--- config.mk ---
export PLATFORM = sky130hd
export DESIGN_NAME = oms_mode_select
export DESIGN_NICKNAME = d
export VERILOG_FILES = /design/src/oms_pkg.sv /design/src/oms_div4.sv /design/src/oms_mode_select.sv
export SDC_FILE = /design/constraint.sdc
export NUM_CORES = 1
export LEC_CHECK = 0
export BUFFER_PORTS_ARGS = -buffer_cell sky130_fd_sc_hd__buf_2
export CAP_MARGIN = 20
export CORE_MARGIN = 2
export CORE_UTILIZATION = 46
export CTS_CLUSTER_SIZE = 16
export DETAILED_ROUTE_END_ITERATION = 6
export GPL_ROUTABILITY_DRIVEN = 0
export GPL_TIMING_DRIVEN = 0
export PLACE_DENSITY_LB_ADDON = 0.08
export SKIP_LAST_GASP = 1
export SLEW_MARGIN = 20
export SYNTH_ARGS = -nofsm -noshare
export SYNTH_HDL_FRONTEND = slang
export SYNTH_SLANG_ARGS = --single-unit
--- constraint.sdc ---
create_clock -name i_clk -period 3.15 [get_ports i_clk]
set_clock_uncertainty 0.2 [all_clocks]
set_input_delay 0.315 -clock i_clk [delete_from_list [all_inputs] [get_ports i_clk]]
set_output_delay 0.315 -clock i_clk [all_outputs]
set_load 0.02 [all_outputs]
--- src/oms_pkg.sv ---
package oms_pkg;
  // clock_mode_field encodings
  localparam logic [3:0] OMS_MODE_LOW_POWER_CRYSTAL = 4'h0;
  localparam logic [3:0] OMS_MODE_STANDARD_CRYSTAL  = 4'h1;
  localparam logic [3:0] OMS_MODE_FAST_CRYSTAL      = 4'h2;
  localparam logic [3:0] OMS_MODE_RC_CLKOUT         = 4'h3;
  localparam logic [3:0] OMS_MODE_DRIVEN_CLKOUT     = 4'h4;
  localparam logic [3:0] OMS_MODE_DRIVEN_PIN        = 4'h5;
  localparam logic [3:0] OMS_MODE_FAST_X4           = 4'h6;
  localparam logic [3:0] OMS_MODE_RC_PIN            = 4'h7;
  localparam logic [3:0] OMS_MODE_ON_CHIP_TWO_PIN   = 4'h8;
  localparam logic [3:0] OMS_MODE_ON_CHIP_CLKOUT    = 4'h9;
  // on_chip_freq_field encodings
  localparam logic [2:0] OMS_FREQ_SLOW     = 3'h0;
  localparam logic [2:0] OMS_FREQ_125K     = 3'h1;
  localparam logic [2:0] OMS_FREQ_4M       = 3'h6;
  localparam logic [2:0] OMS_FREQ_8M       = 3'h7;
  // reset values
  localparam logic [3:0] OMS_MODE_RESET    = 4'h7;
  localparam logic [1:0] OMS_DIV4_RESET    = 2'h0;
  localparam logic [1:0] OMS_DIV4_HALF     = 2'h2;
  // clock source select codes
  localparam logic [1:0] OMS_SRC_PRIMARY   = 2'h0;
  localparam logic [1:0] OMS_SRC_MAIN      = 2'h1;
  localparam logic [1:0] OMS_SRC_SLOW      = 2'h2;
  localparam logic [1:0] OMS_SRC_POSTSCALE = 2'h3;
  // clock origin codes
  typedef enum logic [1:0] {
    OMS_ORIGIN_CRYSTAL = 2'b00,
    OMS_ORIGIN_RC      = 2'b01,
    OMS_ORIGIN_DRIVEN  = 2'b10,
    OMS_ORIGIN_ON_CHIP = 2'b11
  } oms_origin_e;
endpackage

--- src/oms_div4.sv ---
module oms_div4
  import oms_pkg::*;
(
  input  wire logic i_clk,
  input  wire logic i_rst,
  output logic      o_div4
);
  logic [1:0] count_reg;

  // free-running counter, msb is a symmetric quarter-rate clock
  always_ff @(posedge i_clk or posedge i_rst) begin
    if (i_rst) begin
      count_reg <= OMS_DIV4_RESET;
    end else begin
      count_reg <= count_reg + 2'h1;
    end
  end

  assign o_div4 = count_reg[1];
endmodule

--- src/oms_mode_select.sv ---
// Operation
// - ten modes picked by four-bit field
// - rc clkout mode drives core/4 out
// - rc pin mode makes out pin io
// - driven mode takes input pin, outputs /4
// - driven pin mode makes out pin io
// - driven modes skip oscillator start-up delay
// - fast x4 mode multiplies crystal by four
// - pll on crystal only in x4 code
// - software pll bit ignored in x4
// - software may enable pll on on-chip clock
// - 8 MHz on-chip clock and postscaler
// - main clock enabled for 125k..8M
// - slow clock enabled by selection or features
// - freq field picks main, slow or postscaled
// - on-chip modes: clkout/io or two io
// - on-chip pll only at 4 or 8 MHz
// - pll bit reads zero outside on-chip modes
module oms_mode_select
  import oms_pkg::*;
(
  input  wire logic       i_clk,
  input  wire logic       i_rst,
  input  wire logic [3:0] i_clock_mode_field,
  input  wire logic [2:0] i_on_chip_freq_field,
  input  wire logic       i_multiplier_on_bit,
  input  wire logic       i_powerup_timer_en,
  input  wire logic       i_failsafe_monitor_en,
  input  wire logic       i_watchdog_en,
  input  wire logic       i_two_speed_en,
  input  wire logic       i_port_a_bit_six_out,
  input  wire logic       i_port_a_bit_six_oe,
  input  wire logic       i_port_a_bit_seven_out,
  input  wire logic       i_port_a_bit_seven_oe,
  output logic [3:0]      o_active_mode,
  output logic            o_mode_valid,
  output logic [1:0]      o_clock_origin,
  output logic            o_crystal_amp_en,
  output logic            o_startup_delay_en,
  output logic            o_crystal_pll_en,
  output logic            o_on_chip_pll_en,
  output logic            o_multiplier_on_bit_rd,
  output logic            o_main_on_chip_en,
  output logic            o_slow_on_chip_en,
  output logic [1:0]      o_clock_src_sel,
  output logic [2:0]      o_postscale_sel,
  output logic            o_clock_out_pin_out,
  output logic            o_clock_out_pin_oe,
  output logic            o_clock_in_pin_out,
  output logic            o_clock_in_pin_oe
);
  logic [3:0] mode_reg;
  logic       div4;
  logic       mode_ok;
  logic       is_crystal;
  logic       is_rc;
  logic       is_driven;
  logic       is_on_chip;
  logic       out_pin_clkout;
  logic       out_pin_io;
  logic       in_pin_io;
  logic       on_chip_src;
  logic       pll_freq_ok;
  logic       pll_allowed;
  logic       freq_slow;
  logic       freq_main_direct;
  logic       main_need;
  logic       slow_need;
  logic [1:0] src_sel;
  oms_origin_e origin;
  logic [3:0] active_mode_next;
  logic       crystal_pll_next;
  logic       on_chip_pll_next;
  logic       multiplier_rd_next;
  logic       out_pin_out_next;
  logic       out_pin_oe_next;
  logic       in_pin_out_next;
  logic       in_pin_oe_next;

  // quarter-rate clock for the clkout pin
  oms_div4 u_div4 (
    .i_clk  (i_clk),
    .i_rst  (i_rst),
    .o_div4 (div4)
  );

  // the field is non-volatile; it is sampled on every clock after reset, so a
  // change of the field reaches the mode one cycle later
  always_ff @(posedge i_clk or posedge i_rst) begin
    if (i_rst) begin
      mode_reg <= OMS_MODE_RESET;
    end else begin
      mode_reg <= i_clock_mode_field;
    end
  end

  // mode decode; codes beyond the ten fall back to rc with io pin
  assign mode_ok    = (mode_reg <= OMS_MODE_ON_CHIP_CLKOUT);
  assign is_crystal = mode_ok && (mode_reg == OMS_MODE_LOW_POWER_CRYSTAL ||
                      mode_reg == OMS_MODE_STANDARD_CRYSTAL ||
                      mode_reg == OMS_MODE_FAST_CRYSTAL ||
                      mode_reg == OMS_MODE_FAST_X4);
  assign is_driven  = mode_ok && (mode_reg == OMS_MODE_DRIVEN_CLKOUT ||
                      mode_reg == OMS_MODE_DRIVEN_PIN);
  assign is_on_chip = mode_ok && (mode_reg == OMS_MODE_ON_CHIP_CLKOUT ||
                      mode_reg == OMS_MODE_ON_CHIP_TWO_PIN);
  assign is_rc      = !is_crystal && !is_driven && !is_on_chip;

  assign origin = is_crystal ? OMS_ORIGIN_CRYSTAL :
                  is_driven  ? OMS_ORIGIN_DRIVEN  :
                  is_rc      ? OMS_ORIGIN_RC      : OMS_ORIGIN_ON_CHIP;

  // clock_out_pin role per mode
  assign out_pin_clkout = mode_ok && (mode_reg == OMS_MODE_RC_CLKOUT ||
                          mode_reg == OMS_MODE_DRIVEN_CLKOUT ||
                          mode_reg == OMS_MODE_ON_CHIP_CLKOUT);
  assign out_pin_io     = !is_crystal && !out_pin_clkout;
  assign in_pin_io      = is_on_chip;

  // pll gating
  assign on_chip_src = is_on_chip;
  assign pll_freq_ok = (i_on_chip_freq_field == OMS_FREQ_4M) ||
                       (i_on_chip_freq_field == OMS_FREQ_8M);
  assign pll_allowed = on_chip_src && pll_freq_ok;

  // on-chip source selection and enables
  assign freq_slow        = (i_on_chip_freq_field == OMS_FREQ_SLOW);
  assign freq_main_direct = (i_on_chip_freq_field == OMS_FREQ_8M);
  assign src_sel = !on_chip_src     ? OMS_SRC_PRIMARY :
                   freq_slow        ? OMS_SRC_SLOW    :
                   freq_main_direct ? OMS_SRC_MAIN    : OMS_SRC_POSTSCALE;
  // any setting from 125k up to 8M needs the main source running
  assign main_need = on_chip_src && (i_on_chip_freq_field >= OMS_FREQ_125K);
  assign slow_need = (on_chip_src && freq_slow) || i_powerup_timer_en ||
                     i_failsafe_monitor_en || i_watchdog_en || i_two_speed_en;

  // next values of the registered outputs; reserved codes report as rc pin
  assign active_mode_next   = mode_ok ? mode_reg : OMS_MODE_RC_PIN;
  assign crystal_pll_next   = mode_ok && (mode_reg == OMS_MODE_FAST_X4);
  assign on_chip_pll_next   = pll_allowed && i_multiplier_on_bit;
  // the bit survives any frequency inside on-chip modes, so software need not
  // rewrite it after passing through a slow setting
  assign multiplier_rd_next = on_chip_src && i_multiplier_on_bit;
  assign out_pin_out_next   = out_pin_clkout ? div4 : (out_pin_io && i_port_a_bit_six_out);
  assign out_pin_oe_next    = out_pin_clkout || (out_pin_io && i_port_a_bit_six_oe);
  assign in_pin_out_next    = in_pin_io && i_port_a_bit_seven_out;
  assign in_pin_oe_next     = in_pin_io && i_port_a_bit_seven_oe;

  // mode report
  always_ff @(posedge i_clk or posedge i_rst) begin
    if (i_rst) begin
      o_active_mode  <= OMS_MODE_RESET;
      o_mode_valid   <= 1'b0;
      o_clock_origin <= OMS_ORIGIN_RC;
    end else begin
      o_active_mode  <= active_mode_next;
      o_mode_valid   <= mode_ok;
      o_clock_origin <= origin;
    end
  end

  // crystal amplifier, start-up timer and crystal pll
  always_ff @(posedge i_clk or posedge i_rst) begin
    if (i_rst) begin
      o_crystal_amp_en   <= 1'b0;
      o_startup_delay_en <= 1'b0;
      o_crystal_pll_en   <= 1'b0;
    end else begin
      // fast crystal amp also tolerates a driven input clock
      o_crystal_amp_en   <= is_crystal;
      // only a crystal needs settling time; driven clocks run at once
      o_startup_delay_en <= is_crystal;
      o_crystal_pll_en   <= crystal_pll_next;
    end
  end

  // on-chip pll enable and readback of the software bit
  always_ff @(posedge i_clk or posedge i_rst) begin
    if (i_rst) begin
      o_on_chip_pll_en       <= 1'b0;
      o_multiplier_on_bit_rd <= 1'b0;
    end else begin
      o_on_chip_pll_en       <= on_chip_pll_next;
      o_multiplier_on_bit_rd <= multiplier_rd_next;
    end
  end

  // on-chip oscillator enables
  always_ff @(posedge i_clk or posedge i_rst) begin
    if (i_rst) begin
      o_main_on_chip_en <= 1'b0;
      o_slow_on_chip_en <= 1'b0;
    end else begin
      o_main_on_chip_en <= main_need;
      o_slow_on_chip_en <= slow_need;
    end
  end

  // source and postscaler selection
  always_ff @(posedge i_clk or posedge i_rst) begin
    if (i_rst) begin
      o_clock_src_sel <= OMS_SRC_PRIMARY;
      o_postscale_sel <= OMS_FREQ_SLOW;
    end else begin
      o_clock_src_sel <= src_sel;
      o_postscale_sel <= i_on_chip_freq_field;
    end
  end

  // out pin driver; io-mode pin is handed to the port logic
  always_ff @(posedge i_clk or posedge i_rst) begin
    if (i_rst) begin
      o_clock_out_pin_out <= 1'b0;
      o_clock_out_pin_oe  <= 1'b0;
    end else begin
      o_clock_out_pin_out <= out_pin_out_next;
      o_clock_out_pin_oe  <= out_pin_oe_next;
    end
  end

  // in pin driver, only used as io in on-chip modes
  always_ff @(posedge i_clk or posedge i_rst) begin
    if (i_rst) begin
      o_clock_in_pin_out <= 1'b0;
      o_clock_in_pin_oe  <= 1'b0;
    end else begin
      o_clock_in_pin_out <= in_pin_out_next;
      o_clock_in_pin_oe  <= in_pin_oe_next;
    end
  end
endmodule

==> metrics, run 1 <==
Avg Vias per Cell=roughly 4.5; CP required=between 3 and 4 ns; delay of the slowest critical-path stage=0.58 ns; Routed WL=around 1700 um; vias in the first global route=670; I/O Pins=between 40 and 50; Core Rows=16; FF+latch count, synth=28; fin. max-slew vios=0; worst-path cell chain=dlygate4sd3_1, buf_2, nor4_1, dlygate4sd3_1, o21ai_0; clk sinks=28; setup violators final=0; Worst Hold Launch=i_multiplier_on_bit; fin nets=between 100 and 150; Worst path top cell family by delay=buffers and inverters; Reg clk slew, reported paths=between 0.1 and 0.15 ns; Starting Density=48.9%; number of synthesized flops with an enable pin=0; Detailed Place HPWL=~1100 um; clock buffer depth=2; pin count of the biggest net entering global routing=29; DRT Pass-1 Iters=4; Crit Path Category=in2reg; startpoint types=primary input; synthesized instance count=between 70 and 80; antenna diode count=0; Root Buffer Master=clkbuf_4; Max Freq=564 MHz; Wirelength per Cell=around 11 um; slew margin rel.=39.8%; global-route wire length before repair=about 2800 um; Die Ht=49.9 um; pwr dens=around 450 mW/mm^2; Final Cell Area=around 0.0013 sq mm; CP Data Arrival Time=around 1.8 ns; Fillers=153; initial antenna violation count=0; total core area=approximately 0.002 sq mm; slowest stage cell, crit path=dlygate4sd3_1; unrepaired setup endpoints after global routing=no; register area=709 sq um; pre-CTS setup slack=roughly 1.6 ns; TritonCTS Buffers=3; Lkg Pwr=approximately 0.69 nW; # DRC=0; syn_area_per_cell=13.6 sq um; final hold violations=0; synthesized area=968 sq um; Final WS setup=1.38 ns; Seq/Total Area, Yosys=between 70% and 80%; Synthesized Nets=just under 90; HP Class=in2reg; first element of the critical path=i_two_speed_en; Die W=49.9 um; Slew @ Worst Pin=between 0.8 and 0.9 ns; Placement Cell Area=approximately 0.0012 sq mm; CP most frequent cell=dlygate4sd3_1; Buf/Inv on CP=3; share of cells above drive strength 1=between 40 and 50%; Async SR Flop Fraction=100%; critical path capture point type=register; remaining antenna violation count=0; fin crit share=between 50% and 60%; status=completed; R2R Path Start=mode_reg[1]$_DFF_PP1_; Yosys warnings=0; Max FO, Critical Path=1; IO buf count=40; Via Count=roughly 700; area delta synth->final=39.3%; GRT Residual Overflow=0; most frequent cells in the layout=buf_2 (43), dfrtp_1 (21), dlygate4sd3_1 (12); # resized after CTS=0; CTS tree=done; Die Area=0.00249 sq mm; post-synth cell types=30; max cap viols=0; CTS H-Tree Depth=1; final setup TNS=0 ns; DRT iter0 DRCs=8; min cycle time layout=1.77 ns; commonest non-fill, non-tap cell in the layout=buf_2; prevailing post-synth register cell=dfrtp_1; GRT Total Usage=around 15%; Peak VDD IR=between 0.0002 and 0.0003 V; Clock Latency Late Sink=approximately 0.31 ns; multi-input logic area=between 200 and 250 sq um
-- Yosys cell counts (2+ instances only) --
| cell | number | area [sq um] |
|---|---|---|
| a21o_1 | 2 | 15.0 |
| a21oi_1 | 2 | 10.0 |
| and2_1 | 5 | 31.3 |
| buf_2 | 3 | 15.0 |
| dfrtp_1 | 21 | 526 |
| dfstp_2 | 7 | 184 |
| inv_1 | 3 | 11.3 |
| nand2_1 | 3 | 11.3 |
| nor2_1 | 4 | 15.0 |
-- metal layers --
layer,global-route usage [%],wire [um],vias up,share of wire [%]
met1,16.7,661,325,40
met5,0,0,-,0
li1,-,-,346,-
met3,3.03,86,2,5.2
met4,8.33,14,0,0.84
met2,27.1,904,26,54
-- report_power, final --
part           internal [mW]  switching [mW]
Combinational         0.0390          0.0512
Clock                 0.0494          0.0894
Sequential             0.380         0.00447
-- layout make-up --
type,count,area share [%]
inverters,4,1.11
well taps,27,2.50
multi-input cells,34,16.1
clock buffers,4,1.95
repair buffers,52,23.7
plain buffers,5,1.95
flip-flops and latches,28,52.6
-- timing repair --
item / 4_1_cts / 5_1_grt
buffers inserted: 0 / 0
hold endpoints to repair: 11 / 21
hold buffers: 11 / 1
-- kinds of logic (layout without fill, tap and decap cells) --
logic type,Yosys count,count (layout),share of synthesized area (%)
flops,28,28,73.3
compound gates,13,13,9.43
xor+xnor,2,2,1.81
buf+inv,9,65,4.26
simple gates,19,19,11.2
-- per-stage QoR --
stage	hold WS (ns)	utilization (%)	cells	power, mW
floorplan	0.119	-	71	0.440
global placement	0.220	60.7	138	0.469
detailed placement	0.221	60.7	138	0.471
CTS	0.0187	67.6	153	0.623
global route	0.0203	68.1	154	0.648
finish	0.0323	68.1	154	0.613
-- worst paths after layout --
| check | endpoint | slack, ns | cells after the start |
|---|---|---|---|
| max | o_slow_on_chip_en$_DFF_PP0_ | 1.38 | 5 |
| min | o_multiplier_on_bit_rd$_DFF_PP0_ | 0.03 | 2 |
| max reg2reg | o_clock_out_pin_out$_DFF_PP0_ | 1.58 | 5 |
| min reg2reg | u_div4.count_reg[0]$_DFF_PP0_ | 0.25 | 1 |
| max in group asynchronous | mode_reg[3]$_DFF_PP0_ | 1.92 | 3 |
| min in group asynchronous | o_clock_in_pin_oe$_DFF_PP0_ | 0.41 | 3 |
No activity file was read; power rests on OpenSTA's default activity.
==> inputs of run 2 (changes only) <==
--- a/config.mk
+++ b/config.mk
@@ -8,7 +8,7 @@
 export BUFFER_PORTS_ARGS = -buffer_cell sky130_fd_sc_hd__buf_2
 export CAP_MARGIN = 20
 export CORE_MARGIN = 2
-export CORE_UTILIZATION = 46
+export CORE_UTILIZATION = 41
 export CTS_CLUSTER_SIZE = 16
 export DETAILED_ROUTE_END_ITERATION = 6
 export GPL_ROUTABILITY_DRIVEN = 0
==> constraint.sdc (replaced) <==
create_clock -name i_clk -period 1.5 [get_ports i_clk]
set_clock_uncertainty 0.2 [all_clocks]
set_input_delay 0.15 -clock i_clk [delete_from_list [all_inputs] [get_ports i_clk]]
set_output_delay 0.15 -clock i_clk [all_outputs]
set_load 0.02 [all_outputs]
==> metrics, run 2 (synthesized netlist as in run 1, its figures left out) <==
Die Area=0.00277 sq mm; Clock Latency Late Sink=slightly above 0.3 ns; Peak VDD IR=just under 0.0008 V; R2R Path Start=mode_reg[1]$_DFF_PP1_; clock share of power=between 20% and 30%; commonest non-fill, non-tap cell in the layout=buf_2; total core area=0.00223 sq mm; delay of the slowest critical-path stage=between 0.5 and 0.6 ns; final hold violations=0; area delta synth->final=47.2%; GRT Total Usage=14.8%; Reg power frac=roughly three fifths; HP Class=in2reg; clock buffer depth=2; DRT iter0 DRCs=9; global-route wire length before repair=between 2000 and 3000 um; clk sinks=28; Crit Path Category=reg2reg; IO buf count=40; DRT Pass-1 Iters=3; Final WS setup=-0.0219 ns; critical path capture point type=register; failing checks=negative setup slack; most frequent cells in the layout=buf_2 (42), dfrtp_1 (21), dlygate4sd3_1 (16); pin count of the biggest net entering global routing=29; post-placement cell count=139; TritonCTS Buffers=3; worst-path cell chain=nor2_2, nand2_2, inv_4, a22o_1, a221o_1; Top Usage Layer GRT=met2; startpoint types=register; Fillers=188; vias in the first global route=722; GR Util met3=around 3.4%; CP Data Arrival Time=1.53 ns; fin. max-slew vios=0; Die Ht=~53 um; Int Power=between 1 and 1.5 mW; Max Freq=657 MHz; fin crit share=101%; Starting Density=a little over two fifths; I/O Pins=slightly above 40; Final Cell Area=between 0.001 and 0.0015 sq mm; share of cells above drive strength 1=between 40% and 50%; final setup TNS=-0.0219 ns; Placement Cell Area=0.00120 sq mm; Wirelength per Cell=roughly 11 um; met2 global-route usage=26.0%; fin nets=roughly 150; GRT Residual Overflow=0; Net Sw Power=between 0.3 and 0.4 mW; pwr dens=roughly 960 mW/mm^2; Slew @ Worst Pin=0.540 ns; CP required=1.51 ns; Lkg Pwr=0.728 nW; Core Rows=17; Root Buffer Master=clkbuf_4; slowest stage cell, crit path=dfstp_2; CTS H-Tree Depth=1; Reg clk slew, reported paths=around 0.14 ns; first element of the critical path=mode_reg[1]$_DFF_PP1_; Routed WL=roughly 1700 um; Worst Hold Launch=i_port_a_bit_six_out; setup violators final=1; Via Count=730; slew margin rel.=between 60% and 70%; sw frac=roughly a quarter; remaining antenna violation count=0; CTS tree=done; Avg Vias per Cell=4.56; unrepaired setup endpoints after global routing=yes; antenna diode count=0; status=finished, violations left; non-filler cells, final=160; max cap viols=0; Combinational Power Share=roughly 15%; # DRC=0; initial antenna violation count=0; Max FO, Critical Path=2; Die W=52.6 um; GRT met1 Usage=17.4%; min cycle time layout=between 1.5 and 2 ns
-- run 2: cell types whose count changed in the layout (fill, tap and decap cells not counted), sizes merged --
cell         change
inv              +1
clkbuf           -1
dlygate4sd3      +4
buf              +2
clkinv           -1
-- run 2: per-layer routing --
| layer | part of all wire [%] | wire, um |
|---|---|---|
| met4 | 1.1 | 19 |
| met3 | 4.9 | 85 |
| met2 | 53 | 904 |
| met5 | 0 | 0 |
| met1 | 41 | 712 |
-- run 2: through the flow --
step	hold slack, ns	power [mW]	util [%]	worst slack (ns)
after floorplan	-0.0455	0.924	-	0.0185
after global placement	0.0543	0.987	53.9	-0.0350
after detailed placement	0.0561	0.991	53.9	-0.0645
after CTS	0.0202	1.38	63.5	-0.00746
after global routing	0.0506	1.43	63.8	-0.0739
final	0.0359	1.36	63.8	-0.0219
-- run 2: final cells by class --
class | count | area (sq um) | area share [%]
multi-input combinational | 34 | 223 | 15.6
sequential | 28 | 709 | 49.8
buffer | 4 | 28.8 | 2.02
clock buffer | 4 | 36.3 | 2.55
timing repair buffer | 58 | 375 | 26.3
inverter | 4 | 17.5 | 1.23
tap | 28 | 35.0 | 2.46
-- run 2: final timing paths --
| path | end | slack, ns | cells past startpoint |
|---|---|---|---|
| setup / recovery | o_clock_out_pin_out$_DFF_PP0_ | -0.02 | 5 |
| hold / removal | o_clock_out_pin_out$_DFF_PP0_ | 0.04 | 4 |
| setup reg to reg | o_clock_out_pin_out$_DFF_PP0_ | -0.02 | 5 |
| hold reg to reg | u_div4.count_reg[0]$_DFF_PP0_ | 0.24 | 1 |
| max in group asynchronous | o_active_mode[2]$_DFF_PP1_ | 0.52 | 3 |
| min in group asynchronous | o_clock_in_pin_out$_DFF_PP0_ | 0.21 | 3 |
-- run 2: repair_timing --
action,in CTS,in global routing
resized for setup,3,2
setup buffers,2,0
cloned,0,0
setup endpoints to repair,1,2
hold buffers,16,0
pin swaps,2,0
endpoints found under the hold margin,35,0
-- run 2: critical path, delay by kind of cell (launching register included) --
| kind | cells | cell delay, ns |
|---|---|---|
| compound gates | 2 | 0.49 |
| buf+inv | 1 | 0.03 |
| flops | 1 | 0.57 |
| simple gates | 2 | 0.13 |
-- run 2: power groups by stage --
stage	Sequential, mW	Clock, mW	Combinational, mW
3_5_place_dp	0.821	0	0.169
3_3_place_gp	0.820	0	0.167
4_1_cts	0.811	0.369	0.202
5_1_grt	0.815	0.393	0.224
6_report	0.811	0.349	0.202
2_1_floorplan	0.862	0	0.0616
==> inputs of run 3 (changes only) <==
--- a/config.mk
+++ b/config.mk
@@ -8,7 +8,7 @@
 export BUFFER_PORTS_ARGS = -buffer_cell sky130_fd_sc_hd__buf_2
 export CAP_MARGIN = 20
 export CORE_MARGIN = 2
-export CORE_UTILIZATION = 41
+export CORE_UTILIZATION = 45
 export CTS_CLUSTER_SIZE = 16
 export DETAILED_ROUTE_END_ITERATION = 6
 export GPL_ROUTABILITY_DRIVEN = 0
==> constraint.sdc (replaced) <==
create_clock -name i_clk -period 1.65 [get_ports i_clk]
set_clock_uncertainty 0.2 [all_clocks]
set_input_delay 0.165 -clock i_clk [delete_from_list [all_inputs] [get_ports i_clk]]
set_output_delay 0.165 -clock i_clk [all_outputs]
set_load 0.02 [all_outputs]
==> metrics, run 3 (synthesized netlist as in run 1, its figures left out) <==
critical path capture point type=register; total core area=about 0.002 sq mm; register area=between 700 and 800 sq um; initial antenna violation count=0; GR Util met3=between 2 and 3%; max cap viols=0; Routed WL=around 1700 um; Clock Latency Late Sink=0.32 ns; Reg clk slew, reported paths=0.14 ns; pre-CTS setup slack=a little over 0.1 ns; pwr dens=884 mW/mm^2; DRT Pass-1 Iters=4; Final WS setup=0.0913 ns; multi-input logic area=between 200 and 250 sq um; fin. max-slew vios=0; Int Power=about 0.94 mW; share of cells above drive strength 1=a little over two fifths; Die W=50.4 um; Die Ht=slightly above 50 um; slowest stage cell, crit path=dfstp_2; unrepaired setup endpoints after global routing=no; min cycle time layout=1.56 ns; Root Buffer Master=clkbuf_4; most frequent cells in the layout=buf_2 (43), dfrtp_1 (21), dlygate4sd3_1 (16); Net Sw Power=a little under 0.3 mW; Peak VDD IR=around 0.00070 V; DRT iter0 DRCs=16; IO buf count=40; Combinational Power Share=14.7%; Reg power frac=59.3%; CTS tree=done; Via Count=roughly 720; vias in the first global route=654; Die Area=about 0.0025 sq mm; sw frac=a little under a quarter; area delta synth->final=44.4%; Max FO, Critical Path=7; Starting Density=between 40% and 50%; GRT Total Usage=between 10% and 20%; TritonCTS Buffers=3; Slew @ Worst Pin=between 0.9 and 1 ns; Post-CTS Setup Inserts=0; final setup TNS=0 ns; setup violators final=0; # DRC=0; Lkg Pwr=approximately 0.71 nW; Avg Vias per Cell=between 4 and 5; startpoint types=register; remaining antenna violation count=0; pin count of the biggest net entering global routing=29; Detailed Place HPWL=roughly 1100 um; slew margin rel.=39.6%; clk sinks=28; HP Class=in2reg; CTS H-Tree Depth=1; delay of the slowest critical-path stage=roughly 0.56 ns; met2 global-route usage=between 20% and 30%; I/O Pins=between 40 and 50; commonest non-fill, non-tap cell in the layout=buf_2; GRT Residual Overflow=0; fin nets=150; Core Rows=16; GRT met1 Usage=a little under a fifth; clock share of power=about a quarter; Max Freq=642 MHz; CP Data Arrival Time=approximately 1.6 ns; worst-path cell chain=nor2_1, nand2_2, inv_2, a22o_1, a221o_1; final hold violations=0; antenna diode count=0; clock buffer depth=2; Crit Path Category=reg2reg; Top Usage Layer GRT=met2; status=completed; Fillers=about 160; fin crit share=between 90 and 100%; CP required=roughly 1.7 ns; Wirelength per Cell=11.0 um; global-route wire length before repair=2820 um
==> run 3: cell types whose count changed in the layout (fill, tap and decap cells not counted), sizes merged <==
cell,delta
inv,-1
clkbuf,+1
buf,-2
clkinv,+1
==> run 3: final timing paths <==
check / start / endpoint / slack, ns / cells past startpoint
worst max-delay path: mode_reg[1]$_DFF_PP1_ / o_clock_out_pin_out$_DFF_PP0_ / 0.09 / 5
worst max register to register: mode_reg[1]$_DFF_PP1_ / o_clock_out_pin_out$_DFF_PP0_ / 0.09 / 5
worst min register to register: u_div4.count_reg[0]$_DFF_PP0_ / u_div4.count_reg[0]$_DFF_PP0_ / 0.24 / 1
max in group asynchronous: i_rst / o_clock_origin[1]$_DFF_PP0_ / 0.58 / 3
min in group asynchronous: i_rst / o_clock_src_sel[0]$_DFF_PP0_ / 0.25 / 3
worst min-delay path: i_port_a_bit_six_out / o_clock_out_pin_out$_DFF_PP0_ / 0.03 / 3
==> run 3: power groups by stage <==
stage,clock network (mW),registers [mW],logic (mW)
6_report,0.322,0.733,0.182
2_1_floorplan,0,0.784,0.0560
4_1_cts,0.327,0.734,0.183
3_5_place_dp,0,0.746,0.153
3_3_place_gp,0,0.746,0.151
5_1_grt,0.355,0.738,0.199
==> run 3: layout make-up <==
type,count,area share [%]
well taps,27,2.42
plain buffers,5,1.88
multi-input cells,34,15.6
flip-flops and latches,28,50.7
repair buffers,56,25.8
inverters,4,1.07
clock buffers,4,2.59
==> run 3: critical path, delay by kind of cell (launching register included) <==
| kind | cells | cell delay [ns] |
|---|---|---|
| DFF | 1 | 0.56 |
| AOI/OAI and AO/OA | 2 | 0.50 |
| and+or+nand+nor | 2 | 0.13 |
| buffers and inverters | 1 | 0.07 |
==> run 3: repair_timing <==
item	in CTS	in global routing
hold endpoints to repair	35	0
gates resized for setup	0	0
hold buffers	16	0
==> run 3: metrics by stage <==
| stage | area (sq um) | instances | utilization, % | power, mW | hold WS, ns |
|---|---|---|---|---|---|
| after CTS | 1400 | 158 | 69.9 | 1.24 | 0.0223 |
| final | 1400 | 158 | 69.9 | 1.24 | 0.0318 |
| after global placement | 1200 | 138 | 60.1 | 0.896 | 0.0695 |
| after detailed placement | 1200 | 138 | 60.1 | 0.900 | 0.0712 |
| after floorplan | 968 | 71 | - | 0.840 | -0.0305 |
| after global routing | 1400 | 158 | 69.9 | 1.29 | 0.0429 |
==> run 3: metal layers <==
| metal | routed length (um) | up-vias |
|---|---|---|
| met5 | 0 | - |
| met4 | 0 | 0 |
| met3 | 94 | 0 |
| met2 | 904 | 22 |
| met1 | 745 | 344 |
| li1 | - | 358 |
